`config.mk`:
```
export PLATFORM = sky130hd
export DESIGN_NAME = wsw_top
export DESIGN_NICKNAME = d
export VERILOG_FILES = /design/src/wsw_pkg.sv /design/src/wsw_sync.sv /design/src/wsw_top.sv
export VERILOG_INCLUDE_DIRS = /design/src /design/src/src
export SDC_FILE = /design/constraint.sdc
export NUM_CORES = 1
export LEC_CHECK = 0
export ABC_AREA = 1
export BUFFER_PORTS_ARGS = -buffer_cell sky130_fd_sc_hd__clkbuf_2
export CAP_MARGIN = 10
export CELL_PAD_IN_SITES_DETAIL_PLACEMENT = 2
export CELL_PAD_IN_SITES_GLOBAL_PLACEMENT = 2
export CORE_MARGIN = 8
export CORE_UTILIZATION = 32
export DETAILED_ROUTE_END_ITERATION = 10
export GPL_TIMING_DRIVEN = 0
export PLACE_DENSITY = 0.81
export RECOVER_POWER = 100
export SKIP_LAST_GASP = 1
export SYNTH_ARGS = -nofsm -noshare
export SYNTH_HDL_FRONTEND = slang
export SYNTH_SLANG_ARGS = --single-unit
export TNS_END_PERCENT = 5
```
`constraint.sdc`:
```
create_clock -name i_ref_clk -period 1.75 [get_ports i_ref_clk]
set_input_delay 0.175 -clock i_ref_clk [delete_from_list [all_inputs] [get_ports i_ref_clk]]
set_output_delay 0.175 -clock i_ref_clk [all_outputs]
set_load 0.02 [all_outputs]
```
`src/wsw_map.svh`:
```
// constants for the watchdog service window block
// assumes inclusion by wsw_top and wsw_monitor
`ifndef WSW_MAP_SVH
`define WSW_MAP_SVH
// service register field positions
`define WSW_WIN_HI       7
`define WSW_WIN_LO       6
`define WSW_KEY_HI       5
`define WSW_KEY_LO       1
`define WSW_CKM_BIT      0
// fixed key pattern
`define WSW_KEY_VAL      5'h0c
// service register value after reset: max window, monitor on, key hidden
`define WSW_SVC_RST      8'hc1
// limits in idle-timer clocks
`define WSW_LOWER_LIM    17'h00800
`define WSW_UPPER_8K     17'h02000
`define WSW_UPPER_16K    17'h04000
`define WSW_UPPER_32K    17'h08000
`define WSW_UPPER_64K    17'h10000
// fault pin hold after the pin reads low, in idle-timer clocks
`define WSW_HOLD_CNT     5'h18
// clock monitor: instruction clock edges absent for this many microseconds, scaled to ref cycles
`define WSW_CKM_TIMEOUT_US 100
`define WSW_CLK_MHZ        100
`define WSW_CKM_CYC        (`WSW_CKM_TIMEOUT_US * `WSW_CLK_MHZ)
`endif

```
`src/wsw_pkg.sv`:
```
// types for the watchdog service window block
// assumes nothing outside itself
package wsw_pkg;
    typedef enum logic [1:0]
    {
        WSW_UNCONF = 2'b00,
        WSW_ARMED  = 2'b01,
        WSW_FAULT  = 2'b10,
        WSW_HOLD   = 2'b11
    } wsw_state_t;
endpackage : wsw_pkg

```
`src/wsw_sync.sv`:
```
// two-flop synchroniser for one level
// assumes the input may come from any clock domain
`timescale 1ns/1ps
`default_nettype none
module wsw_sync
(
    input  wire logic i_ref_clk,
    input  wire logic i_rst,
    input  wire logic i_d,
    output var  logic o_q
);
    logic meta_r;
    // ========================================
    // two stages; first stage read only by second
    always_ff @(posedge i_ref_clk or posedge i_rst)
    begin
        if (i_rst)
        begin
            meta_r <= 1'b0;
            o_q    <= 1'b0;
        end
        else
        begin
            meta_r <= i_d;
            o_q    <= meta_r;
        end
    end
endmodule : wsw_sync
`default_nettype wire

```
`src/wsw_top.sv`:
```
// watchdog with service window and clock monitor
// assumes idle-timer and instruction clocks arrive as asynchronous levels
// and a write strobe with 8-bit data to the service register on the ref clock
`timescale 1ns/1ps
`default_nettype none
`include "wsw_map.svh"
module wsw_top
    import wsw_pkg::*;
(
    input  wire logic       i_ref_clk,
    input  wire logic       i_rst,
    input  wire logic       i_wd_option,
    input  wire logic       i_idle_timer_clk,
    input  wire logic       i_instr_clk,
    input  wire logic       i_svc_wr,
    input  wire logic [7:0] i_svc_wdata,
    output logic      [7:0] o_svc_rdata,
    input  wire logic       i_fault_pin_in,
    output logic            o_fault_pin_out,
    output logic            o_fault_pin_oe_n,
    output logic            o_wd_error
);
    wsw_state_t  state_r;
    logic        tick_s;
    logic        tick_d_r;
    logic        icl_s;
    logic        icl_d_r;
    logic        pin_s;
    logic [1:0]  win_r;
    logic        ckm_en_r;
    logic [16:0] upper_cnt_r;
    logic [11:0] lower_cnt_r;
    logic        lower_ok_r;
    logic [4:0]  hold_cnt_r;
    logic [13:0] ckm_cnt_r;
    logic        ckm_err_r;
    logic [16:0] upper_lim;
    logic        tick;
    logic        key_ok;
    logic        fields_ok;
    logic        svc_ok;
    logic        svc_bad;
    logic        upper_exp;
    logic        pin_low;

    // ========================================
    // input synchronisers
    wsw_sync u_sync_tick
    (
        .i_ref_clk (i_ref_clk),
        .i_rst     (i_rst),
        .i_d       (i_idle_timer_clk),
        .o_q       (tick_s)
    );
    wsw_sync u_sync_icl
    (
        .i_ref_clk (i_ref_clk),
        .i_rst     (i_rst),
        .i_d       (i_instr_clk),
        .o_q       (icl_s)
    );
    wsw_sync u_sync_pin
    (
        .i_ref_clk (i_ref_clk),
        .i_rst     (i_rst),
        .i_d       (i_fault_pin_in),
        .o_q       (pin_s)
    );

    // ========================================
    // edge detect on synchronised clocks
    always_ff @(posedge i_ref_clk or posedge i_rst)
    begin
        if (i_rst)
        begin
            tick_d_r <= 1'b0;
            icl_d_r  <= 1'b0;
        end
        else
        begin
            tick_d_r <= tick_s;
            icl_d_r  <= icl_s;
        end
    end
    assign tick    = tick_s & ~tick_d_r;
    assign pin_low = ~pin_s;

    // ========================================
    // service decode
    always_comb
    begin
        unique case (win_r)
            2'b00: upper_lim = `WSW_UPPER_8K;
            2'b01: upper_lim = `WSW_UPPER_16K;
            2'b10: upper_lim = `WSW_UPPER_32K;
            2'b11: upper_lim = `WSW_UPPER_64K;
        endcase
    end
    assign key_ok = (i_svc_wdata[`WSW_KEY_HI:`WSW_KEY_LO] == `WSW_KEY_VAL);
    assign fields_ok = key_ok
                     && (i_svc_wdata[`WSW_WIN_HI:`WSW_WIN_LO] == win_r)
                     && (i_svc_wdata[`WSW_CKM_BIT] == ckm_en_r);
    assign svc_ok  = i_svc_wr && (state_r == WSW_ARMED) && fields_ok
                   && lower_ok_r;
    assign svc_bad = i_svc_wr && (state_r == WSW_ARMED)
                   && (!fields_ok || !lower_ok_r);
    assign upper_exp = (upper_cnt_r >= upper_lim);

    // ========================================
    // main state: configure, watch, fault, hold
    always_ff @(posedge i_ref_clk or posedge i_rst)
    begin
        if (i_rst)
        begin
            state_r  <= WSW_UNCONF;
            win_r    <= 2'b11;
            ckm_en_r <= 1'b1;
        end
        else if (!i_wd_option)
        begin
            state_r <= WSW_UNCONF;
        end
        else
        begin
            unique case (state_r)
                WSW_UNCONF:
                begin
                    if (i_svc_wr && key_ok)
                    begin
                        win_r    <= i_svc_wdata[`WSW_WIN_HI:`WSW_WIN_LO];
                        ckm_en_r <= i_svc_wdata[`WSW_CKM_BIT];
                        state_r  <= WSW_ARMED;
                    end
                    else if (i_svc_wr || upper_exp)
                        state_r <= WSW_FAULT;
                end
                WSW_ARMED:
                begin
                    if (svc_bad || upper_exp)
                        state_r <= WSW_FAULT;
                end
                WSW_FAULT:
                begin
                    if (pin_low)
                        state_r <= WSW_HOLD;
                end
                WSW_HOLD:
                begin
                    if (hold_cnt_r == `WSW_HOLD_CNT && !ckm_err_r)
                        state_r <= WSW_ARMED;
                end
            endcase
        end
    end

    // ========================================
    // upper and lower limit counters, independent
    always_ff @(posedge i_ref_clk or posedge i_rst)
    begin
        if (i_rst)
        begin
            upper_cnt_r <= 17'h00000;
        end
        else if (svc_ok || state_r == WSW_FAULT || state_r == WSW_HOLD
                 || !i_wd_option || (state_r == WSW_UNCONF && i_svc_wr))
        begin
            upper_cnt_r <= 17'h00000;
        end
        else if (tick && !upper_exp)
        begin
            upper_cnt_r <= upper_cnt_r + 17'h00001;
        end
    end
    always_ff @(posedge i_ref_clk or posedge i_rst)
    begin
        if (i_rst)
        begin
            lower_cnt_r <= 12'h000;
            lower_ok_r  <= 1'b0;
        end
        else if (svc_ok || state_r != WSW_ARMED)
        begin
            lower_cnt_r <= 12'h000;
            lower_ok_r  <= 1'b0;
        end
        else if (tick && !lower_ok_r)
        begin
            lower_cnt_r <= lower_cnt_r + 12'h001;
            if ({5'h00, lower_cnt_r} == `WSW_LOWER_LIM - 17'h00001)
                lower_ok_r <= 1'b1;
        end
    end

    // ========================================
    // fault pin hold counter
    always_ff @(posedge i_ref_clk or posedge i_rst)
    begin
        if (i_rst)
            hold_cnt_r <= 5'h00;
        else if (state_r != WSW_HOLD)
            hold_cnt_r <= 5'h00;
        else if (tick && hold_cnt_r != `WSW_HOLD_CNT)
            hold_cnt_r <= hold_cnt_r + 5'h01;
    end

    // ========================================
    // clock monitor: ref cycles since last instruction clock edge
    always_ff @(posedge i_ref_clk or posedge i_rst)
    begin
        if (i_rst)
        begin
            ckm_cnt_r <= 14'h0000;
            ckm_err_r <= 1'b0;
        end
        else if (!ckm_en_r || !i_wd_option || (icl_s & ~icl_d_r))
        begin
            ckm_cnt_r <= 14'h0000;
            ckm_err_r <= 1'b0;
        end
        else if (ckm_cnt_r == 14'(`WSW_CKM_CYC - 1))
        begin
            ckm_err_r <= 1'b1;
        end
        else
        begin
            ckm_cnt_r <= ckm_cnt_r + 14'h0001;
        end
    end

    // ========================================
    // outputs, all registered
    always_ff @(posedge i_ref_clk or posedge i_rst)
    begin
        if (i_rst)
        begin
            o_fault_pin_out  <= 1'b0;
            o_fault_pin_oe_n <= 1'b1;
            o_wd_error       <= 1'b0;
            o_svc_rdata      <= `WSW_SVC_RST;
        end
        else
        begin
            o_fault_pin_out  <= 1'b0;
            o_fault_pin_oe_n <= !(state_r == WSW_FAULT || state_r == WSW_HOLD
                                  || ckm_err_r);
            o_wd_error       <= (state_r == WSW_FAULT || state_r == WSW_HOLD);
            o_svc_rdata      <= {win_r, 5'h00, ckm_en_r};
        end
    end
endmodule : wsw_top
`default_nettype wire

```
After elaboration in Yosys (flattened, before gate mapping)
Cells that the tools add are included.
W data, S select, Z words.
Storage, ports and cells
  word-level logic and storage cells: 111
  output and inout bits: 11
  bits of input ports: 15
  register bits: 68
Operators by class
  multiplexer cells: 21
  $add $sub $neg: 4
  reductions and logical operators: 41
  magnitude comparators: 1
  equal/unequal tests: 20
  bitwise gates (word level): 4
Operators with widths (number)
  $pmux W17 S4: 1
  $mux W17: 2
  $mux W14: 2
  $mux W12: 2
  $add A17 B1 Y17 const B: 1
  $ge A17 B17 Y1: 1
  $add A14 B1 Y14 const B: 1
  $eq A14 B14 Y1 const B: 1
  $add A12 B1 Y12 const B: 1
  $eq A12 B11 Y1 const B: 1
  $logic_and A1 B1 Y1: 12
  $logic_or A1 B1 Y1: 12
  $mux W2: 6
  $mux W5: 2
  $reduce_bool A2 Y1: 5
  $eq A2 B2 Y1 const B: 4
  $pmux W2 S4: 1
  $logic_not A1 Y1: 7
  $ne A3 B3 Y1 const B: 2
  $add A5 B1 Y5 const B: 1
  $eq A5 B4 Y1 const B: 1
  $eq A5 B5 Y1 const B: 1
  $mux W1: 5
  $ne A5 B5 Y1 const B: 1
  other kinds (13): 18

Depth between registers and ports, before layout
Gate-level depths: netlist of run 1.
  word-level depth: 10
  gate-level depth with buffers: 14

By module
From an unflattened synthesis of run 1, not the netlist that was laid out.
Second synthesis, totals
  cells, all modules: 495
  area total of the unflattened synthesis: 3876.2 µm²
By module, submodules not included
  wsw_top: area an instance 3714.8 µm², seq. area each 1560.2 µm², cells an instance 486, instances 1
  wsw_sync: area an instance 53.8 µm², seq. area each 50.0 µm², cells an instance 3, instances 3

Worst setup path before layout of run 1
OpenSTA, ideal clock, no wires.
  path type: reg-to-reg
  from: register win_r[0]
  to: register upper_cnt_r[2]
  library setup time: 0.120 ns
  stages on the path, launching flop included: 13
  arrival: 1.687 ns
  required time: 1.630 ns
  buffers on the path: 1
  slack: -0.057 ns
  cells stage by stage: dfstp_2 -> nand2_1 -> ha_1 -> nand2_1 -> inv_1 -> nand2_1 -> nor2_1 -> nand2_1 -> nand2_2 -> nor2_4 -> buf_4 -> a21oi_1 -> nor2_2
On the way
  longest elaborated chain between the ends: 10
Ends and longest elaborated chain
  start, declared: RTL line wsw_top.sv:29  | logic [1:0] win_r;
  start signal, assigned: RTL line wsw_top.sv:130  | win_r <= i_svc_wdata[`WSW_WIN_HI:`WSW_WIN_LO];
  branches (longest 10 deep; another with $ge A17 B17 Y1)
  end signal, assigned: RTL line wsw_top.sv:171  | upper_cnt_r <= upper_cnt_r + 17'h00001;
  end, declared: RTL line wsw_top.sv:31  | logic [16:0] upper_cnt_r;
Parallel ways; which one is timed is not known. The select of a mux whose other input is x is not followed.
A chain may end at the register's enable or synchronous reset.

Worst setup path after layout of run 1
  from: register win_r[0]
  to: register upper_cnt_r[4]
The elaborated chain is that of the path after synthesis.

==> results.toml, run 1 <==
[logic_synthesis]
synth-async-reset-ratio_pct = 100
synth-warning-count = 0
synth-seq-cells = 68
synth-seq-area-share_pct = 44.0
synth_ff_type = "dfrtp_1"
syn_inst = 509
yosys.cell_types.count = 36
synth-edff-count = 0
syn-cell-area_sq_mm = 0.00389
syn_avg_cell_area_sq_um = 7.64

[global_route]
grt_start_max_net_pins = 31
antenna_found_initial = 0
grt_pass1_vias = 3930
grt_pass1_wl_um = 19400
grt_overflow_total = 0
gr-usage-all-layers_pct = 15.1

[setup_path]
r2r_start = "win_r[0]"
reg2reg_slack_ns = -0.39
ff2ff_path_depth = 14
reg2reg_to = "upper_cnt_r[4]"
crit_type = "reg2reg"
cp.arrival_ns = 2.37
cp_max_fo = 6
startpoint_type = "flop"
critPathRequiredTime_ns = 1.98
end_kind = "flop"

[timing]
finalSetupTns_ns = -7.77
worst_pin_slew_ns = 0.687
max_freq_ghz = 0.467
slew_viol_final = 0
finalHoldViolCount = 0
hold_slack_ns = 0.0995
fin_ws_ns = -0.390
finClkSkew_ns = 0.00520
rsz0062_at_grt = "true"
period_share_pct = 122
max_slew_margin_pct = 54.0
setup_viol = 32
period_minus_slack_ns = 2.14

[pwr]
seq_power_share_pct = 37.4
power_density_mw_per_mm2 = 993
power_frac_comb_pct = 23.3
p_int_mw = 3.22
swShare_pct = 31.6
power_leakage_nw = 2.25
netSwitchingPower_mw = 1.49
pwr-share-clk_pct = 39.4
peakVddDrop_v = 0.000457

[route]
ant_nets = 0
drc_errors = 0
routed_wl_um = 12000
dr_total_vias = 3501
drt-wirelength-per-cell_um = 16.9
firstDrtPassIters = 4
viasPerCell = 4.93
first_iter_violations = 131

[floorplanning]
start_util_pct = 32.5
die_x_um = 126
coreArea_sq_mm = 0.0120
rows = 40
dieArea_sq_mm = 0.0159
io_pins = 26
die_h_um = 126

[worst_hold_path]
hold_start = "i_svc_wdata[7]"
hold_path_end = "win_r[1]"
hold_depth = 3
hp-class = "in2reg"

[final_layout]
final_cell_mix = "nand2_1, nor2_1, dfrtp_1"
area_growth_pct = 21.8
nets = 587
drive_gt1_share_pct = 18.7
diodes = 0
final_common_cell = "nand2_1"

[clock_network]
clock_latency_ns = 0.34
path_clk_slew_ns = 0.06
clock-sinks = 68
cts_tree = "done"
cts_max_level = 3
cts-root-buf = "clkbuf_16"
cts_buffers = 9
clk_path_buf_depth = 2

[run_status]
outcome = "finished, violations left"
failed_checks = "setup timing"

[placed_design]
place_congestion = 0.816
io_buffers = 19
dp_hpwl_um = 8410
post-place-ws_ns = -0.404

[flow_run]
drv_cap = 0
-- cells by family after synthesis --
kind of cell	share of synthesized area (%)
flip-flops	44.0
XOR/XNOR	3.60
adder cells (fa/ha/maj)	4.50
AND/OR/NAND/NOR	34.5
buffers and inverters	8.43
AO/OA/AOI/OAI	4.89
other	0.0964
-- sequential cells by signal, summed over array words and instances (netlist names), 2 cells and up --
name	cells
upper_cnt_r	17
hold_cnt_r	5
win_r	2
o_svc_rdata	3
lower_cnt_r	12
ckm_cnt_r	14
state_r	2
-- Yosys cell counts (3+ instances only) --
cell     count  area share (%)
nor3_1      10             1.3
inv_1       58             5.6
dfrtp_1     61              39
nor2_2       5            0.80
ha_1        14             4.5
nor2_1      75             7.2
nand2_2      5            0.80
a21oi_1     17             2.2
nand3_1     51             6.6
nor3_2       3            0.77
inv_2        3            0.29
nand2_1    133              13
xor2_1      14             3.2
buf_4        8             1.5
nand4_1      8             1.3
dfstp_2      7             4.7
o21ai_0     11             1.4
-- metal layers --
metal / global-route usage, % / vias to the layer above / wire (um)
li1: - / 1699 / -
met5: 0 / - / 0
met1: 17.5 / 1755 / 5270
met2: 26.9 / 34 / 6300
met4: 4.60 / 0 / 158
met3: 3.80 / 13 / 242
-- power by group through the flow --
stage	sequential (mW)	combinational, mW	clock (mW)
after detailed placement	1.78	0.956	0
after global routing	1.77	1.21	1.96
after global placement	1.78	0.893	0
final	1.76	1.09	1.85
after CTS	1.76	1.01	1.92
after floorplan	1.81	0.626	0
-- metrics by stage --
stage	power, mW	util (%)	cells	area (sq um)
final	4.70	39.6	710	4730
after CTS	4.68	38.7	705	4630
after global routing	4.93	39.6	710	4730
after floorplan	2.44	-	514	3910
after detailed placement	2.74	35.4	682	4230
after global placement	2.67	35.0	680	4190
-- area by class of cell --
cell class | instances | area (sq um)
sequential | 68 | 1710
tap | 147 | 184
multi-input combinational | 372 | 1940
clock buffer | 10 | 239
inverter | 62 | 241
fill | 1393 | 7230
buffer | 12 | 104
clock inverter | 6 | 62.6
timing repair buffer | 33 | 253
-- worst max-delay path: stages (launching register included) --
cell and delay, ns:
dfstp_2 0.63, inv_2 0.07, nand2_2 0.09, ha_4 0.20, nand2_1 0.08, inv_2 0.05
nand2_2 0.08, nor2_2 0.06, nand2_1 0.07, nand2_2 0.06, nor2_4 0.16, clkinv_4 0.13
clkbuf_16 0.18, nand3_1 0.10, nand2_1 0.06
-- worst max path at each step --
stage / startpoint / slack (ns) / end / cells past startpoint
2_1_floorplan: win_r[0] / -0.06 / upper_cnt_r[2] / 12
3_3_place_gp: win_r[0] / -0.31 / upper_cnt_r[10] / 13
3_5_place_dp: win_r[0] / -0.40 / upper_cnt_r[7] / 13
4_1_cts: win_r[0] / -0.32 / upper_cnt_r[7] / 13
5_1_grt: win_r[0] / -0.48 / upper_cnt_r[4] / 14
6_report: win_r[0] / -0.39 / upper_cnt_r[4] / 14
-- what timing repair did --
action	4_1_cts	5_1_grt
endpoints found under the hold margin	14	0
cloned	0	1
gates resized for setup	8	14
hold buffers	4	0
setup buffers	3	4
endpoints found under the setup margin	29	36
pin swaps	1	4
Note: power is estimated with default switching activity, not from simulation.
==> inputs of run 2 (changes only) <==
- CORE_ASPECT_RATIO: default -> 1.2
==> run 2 against run 1 <==
Against the previous run:
- the flow still finishes with violations (setup timing)
- largest cell class unchanged
- first-iteration DRC count shrank 37%
- combinational power rose by 7%
- fmax increased by 2.0%
- register-to-register slack improved by 0.04 ns
- sequential cell count unchanged
==> results.toml, run 2 (same netlist as run 1, synthesis figures left out) <==
[setup_path]
cp.arrival_ns = 2.33
slowest_stage = "dfstp_2"
ff2ff_path_depth = 14
cp.depth = 14
cp_cell_sequence = "inv_2 > nand2_2 > ha_4 > nand2_2 > nand2_2 > nand2_2 > nand2_2 > inv_2 > nand2_2 > nor2_4 > clkinv_4 > buf_16 > nand3_1 > nand2_1"
r2r_start = "win_r[1]"
cpMostUsedCell = "nand2_2"
reg2reg_to = "upper_cnt_r[4]"
slowest_delay_ns = 0.62
end_kind = "flop"
cp_max_fo = 6
cp_num_buf_inv = 4
cp_top_family = "simple AND/OR/NAND/NOR gates"
startpoint_type = "flop"
reg2reg_slack_ns = -0.35
critPathRequiredTime_ns = 1.99
crit_type = "reg2reg"

[worst_hold_path]
hold_depth = 3
hold_start = "i_svc_wdata[6]"
hold_path_end = "win_r[0]"
hp-class = "in2reg"

[timing]
setup_viol = 19
slew_viol_final = 0
finClkSkew_ns = 0.00890
period_minus_slack_ns = 2.10
worst_pin_slew_ns = 0.782
period_share_pct = 120
finalHoldViolCount = 0
max_slew_margin_pct = 47.7
max_freq_ghz = 0.477
rsz0062_at_grt = "true"
fin_ws_ns = -0.347

[final_layout]
multi_input_area_sq_mm = 0.00200
top_regs = "upper_cnt_r (17), ckm_cnt_r (14), lower_cnt_r (12)"
nets = 586
seqCellArea_sq_mm = 0.00171
diodes = 0
nFillCells = 1448
largest_reg_flops = 17
drive_gt1_share_pct = 20.3
top_register = "upper_cnt_r"
final_cell_mix = "nand2_1, nor2_1, dfrtp_1"
fin_util_pct = 40.1
final_common_cell = "nand2_1"
area_growth_pct = 23.7

[run_status]
failed_checks = "setup timing"
outcome = "finished, violations left"

[route]
drt-wirelength-per-cell_um = 16.9
firstDrtPassIters = 4
dr_total_vias = 3555
viasPerCell = 4.92
first_iter_violations = 82
routed_wl_um = 12200
ant_nets = 0
drc_errors = 0

[global_route]
grt_pass1_vias = 4127
gr-usage-all-layers_pct = 16.7
grt_overflow_total = 0
grt_pass1_wl_um = 20600
grt_start_max_net_pins = 38
antenna_found_initial = 0

[floorplanning]
rows = 44
die_x_um = 117
dieArea_sq_mm = 0.0160
coreArea_sq_mm = 0.0120
io_pins = 26
start_util_pct = 32.4
die_h_um = 137

[clock_network]
clock-sinks = 68
clk_path_buf_depth = 2
cts_buffers = 9
cts_max_level = 3
cts_tree = "done"
path_clk_slew_ns = 0.06
cts-root-buf = "clkbuf_16"
clock_latency_ns = 0.34

[placed_design]
dp_hpwl_um = 8510
io_buffers = 19
place_congestion = 0.764

[flow_run]
drv_cap = 0

[pwr]
p_total_mw = 4.91
power_density_mw_per_mm2 = 1020
power_leakage_nw = 2.23
peakVddDrop_v = 0.000486
## run 2: cell types whose count changed in the layout (fill, tap and decap cells not counted), sizes merged
cell,change
clkinvlp,+1
clkinv,-2
bufinv,+1
inv,-1
## run 2: worst max path at each step
stage             start               to  slack [ns]
3_3_place_gp   win_r[1]  upper_cnt_r[12]       -0.35
2_1_floorplan  win_r[0]   upper_cnt_r[2]       -0.06
3_5_place_dp   win_r[1]  upper_cnt_r[16]       -0.49
5_1_grt        win_r[1]  upper_cnt_r[16]       -0.47
4_1_cts        win_r[0]   upper_cnt_r[2]       -0.32
6_report       win_r[1]   upper_cnt_r[4]       -0.35
## run 2: cell type report
type	instances	share of cell area [%]
plain buffers	12	2.24
flip-flops and latches	68	35.5
clock buffers	11	4.84
multi-input cells	372	41.6
repair buffers	32	4.94
clock inverters	5	1.61
inverters	62	5.07
well taps	161	4.19
## run 2: metrics by stage
step | setup TNS [ns] | setup slack [ns] | hold WS, ns | cells | instance area (sq um)
6_report | -5.93 | -0.347 | 0.101 | 723 | 4810
5_1_grt | -9.53 | -0.469 | 0.117 | 723 | 4810
4_1_cts | -5.54 | -0.318 | 0.0801 | 722 | 4720
3_5_place_dp | -7.69 | -0.486 | 0.292 | 695 | 4230
3_3_place_gp | -5.60 | -0.351 | 0.285 | 694 | 4210
2_1_floorplan | -0.478 | -0.0565 | 0.206 | 514 | 3910
## run 2: routing by layer
metal	track usage [%]	routed length, um
met2	31.6	6730
met1	17.9	5000
met3	2.65	215
met4	7.13	276
met5	0	0
## run 2: what timing repair did
item                                    CTS  global route
hold buffers                              4             0
buffers inserted                          6             1
endpoints found under the setup margin   19            35
pin swaps                                 4            18
resized for setup                        16            25
hold endpoints to repair                 32             0
gates cloned                              1             0
## run 2: where the power goes
group	internal, mW	switching [mW]
registers	1.68	0.0765
clock network	1.24	0.736
logic	0.419	0.752
## run 2: worst reg2reg max path: cells and delay by family (launching register included)
family	cells	cell delay (ns)
simple gates	9	0.68
flops	1	0.62
buf+inv	4	0.47
fa+ha+maj	1	0.21
==> inputs of run 3 (changes only) <==
- CTS_BUF_LIST: default -> sky130_fd_sc_hd__clkbuf_16
==> run 3 against run 2 <==
Against the previous run:
- the flow still finishes with violations (setup timing)
- combinational power hardly changed
- wire length hardly changed
- critical path depth stayed put
- clock skew hardly changed
- clock power hardly changed
- critical path type unchanged
- critical endpoint unchanged
- largest cell class unchanged
- highest routed layer unchanged
==> results.toml, run 3 (same netlist as run 1, synthesis figures left out) <==
[run_status]
outcome = "finished, violations left"
failed_checks = "setup timing"

[timing]
max_slew_margin_pct = 47.8
finalHoldViolCount = 0
finalSetupTns_ns = -5.92
period_share_pct = 120
finClkSkew_ns = 0.00890
period_minus_slack_ns = 2.10
setup_viol = 19
max_freq_ghz = 0.477
fin_ws_ns = -0.347
worst_pin_slew_ns = 0.782
slew_viol_final = 0
rsz0062_at_grt = "true"

[pwr]
swShare_pct = 31.9
power_frac_comb_pct = 23.9
pwr-share-clk_pct = 40.2
peakVddDrop_v = 0.000486
p_int_mw = 3.34
power_leakage_nw = 2.24
seq_power_share_pct = 35.9
power_density_mw_per_mm2 = 1020
netSwitchingPower_mw = 1.56

[setup_path]
crit_type = "reg2reg"
slowest_delay_ns = 0.62
cp_top_family = "simple AND/OR/NAND/NOR gates"
ff2ff_path_depth = 14
slowest_stage = "dfstp_2"
startpoint_type = "flop"
cp.arrival_ns = 2.33
critPathRequiredTime_ns = 1.99
cpMostUsedCell = "nand2_2"
cp_max_fo = 6
cp_num_buf_inv = 4
end_kind = "flop"
cp_cell_sequence = "inv_2 > nand2_2 > ha_4 > nand2_2 > nand2_2 > nand2_2 > nand2_2 > inv_2 > nand2_2 > nor2_4 > clkinv_4 > buf_16 > nand3_1 > nand2_1"
cp.depth = 14

[floorplanning]
die_h_um = 137
dieArea_sq_mm = 0.0160
die_x_um = 117
start_util_pct = 32.4
io_pins = 26
coreArea_sq_mm = 0.0120
rows = 44

[flow_run]
drv_cap = 0

[clock_network]
cts_tree = "done"
cts-root-buf = "clkbuf_16"
clock_latency_ns = 0.34
cts_buffers = 9
cts_max_level = 3
path_clk_slew_ns = 0.06
clk_path_buf_depth = 2
clock-sinks = 68

[final_layout]
final_common_cell = "nand2_1"
nFillCells = 1448
multi_input_area_sq_mm = 0.00200
final_cell_mix = "nand2_1, nor2_1, dfrtp_1"
drive_gt1_share_pct = 20.3
diodes = 0
nets = 586
area_growth_pct = 23.7
largest_reg_flops = 17
top_regs = "upper_cnt_r (17), ckm_cnt_r (14), lower_cnt_r (12)"
top_register = "upper_cnt_r"
final_cell_count_no_fill = 723
seqCellArea_sq_mm = 0.00171

[global_route]
gr-usage-all-layers_pct = 16.7
antenna_found_initial = 0
grt_pass1_wl_um = 20600
grt_pass1_vias = 4127
grt_overflow_total = 0
grt_start_max_net_pins = 38

[worst_hold_path]
hp-class = "in2reg"
hold_depth = 3

[route]
firstDrtPassIters = 4
first_iter_violations = 83
dr_total_vias = 3555
routed_wl_um = 12200
ant_nets = 0
drc_errors = 0
drt-wirelength-per-cell_um = 16.9
viasPerCell = 4.92

[placed_design]
dpl.cell_count = 695
place_congestion = 0.764
io_buffers = 19
dp_hpwl_um = 8510
## run 3: cell count changes in the layout (fill, tap and decap cells not counted), sizes merged
cell and delta:
clkbuf -2, inv +2
## run 3: repair_timing
| action | CTS | global route |
|---|---|---|
| buffers inserted | 6 | 1 |
| hold buffers | 4 | 0 |
| setup endpoints to repair | 19 | 35 |
| gates resized for setup | 16 | 25 |
| pin swaps | 4 | 18 |
| hold endpoints to repair | 32 | 0 |
| gates cloned | 1 | 0 |
## run 3: power by group through the flow
stage	combinational (mW)	clock, mW	sequential [mW]
2_1_floorplan	0.626	0	1.81
3_3_place_gp	0.914	0	1.78
3_5_place_dp	0.975	0	1.79
4_1_cts	1.11	2.00	1.76
5_1_grt	1.28	2.06	1.77
6_report	1.17	1.97	1.76
## run 3: layer usage
metal | track usage (%) | vias up | routed length (um)
li1 | - | 1698 | -
met1 | 17.9 | 1805 | 5010
met2 | 31.6 | 31 | 6710
met3 | 2.65 | 21 | 215
met4 | 7.13 | 0 | 276
met5 | 0 | - | 0
## run 3: tightest hold or removal path, stage by stage
cell and delay [ns]:
clkbuf_2 0.09, inv_1 0.07, o21ai_0 0.09
## run 3: final cells by class
class	instances	area share [%]
clock buffers	9	4.68
repair buffers	32	4.94
inverters	62	5.07
flip-flops and latches	68	35.5
clock inverters	7	1.77
plain buffers	12	2.24
multi-input cells	372	41.6
well taps	161	4.19
## run 3: path summary, 6_finish.rpt
| check | slack, ns | end | from |
|---|---|---|---|
| setup / recovery | -0.35 | upper_cnt_r[4] | win_r[1] |
| hold / removal | 0.10 | win_r[0] | i_svc_wdata[6] |
| setup reg to reg | -0.35 | upper_cnt_r[4] | win_r[1] |
| hold reg to reg | 0.35 | u_sync_tick.o_q | u_sync_tick.meta_r |
| max in group asynchronous | 0.53 | o_fault_pin_oe_n | i_rst |
| min in group asynchronous | 0.52 | u_sync_tick.meta_r | i_rst |
## run 3: metrics by stage
stage | area (sq um) | setup slack [ns] | util, % | hold slack [ns] | total power, mW
finish | 4810 | -0.347 | 40.1 | 0.101 | 4.90
global route | 4810 | -0.469 | 40.1 | 0.117 | 5.12
detailed placement | 4230 | -0.486 | 35.2 | 0.292 | 2.76
CTS | 4720 | -0.318 | 39.3 | 0.0801 | 4.87
floorplan | 3910 | -0.0565 | - | 0.206 | 2.44
global placement | 4210 | -0.351 | 35.1 | 0.285 | 2.69
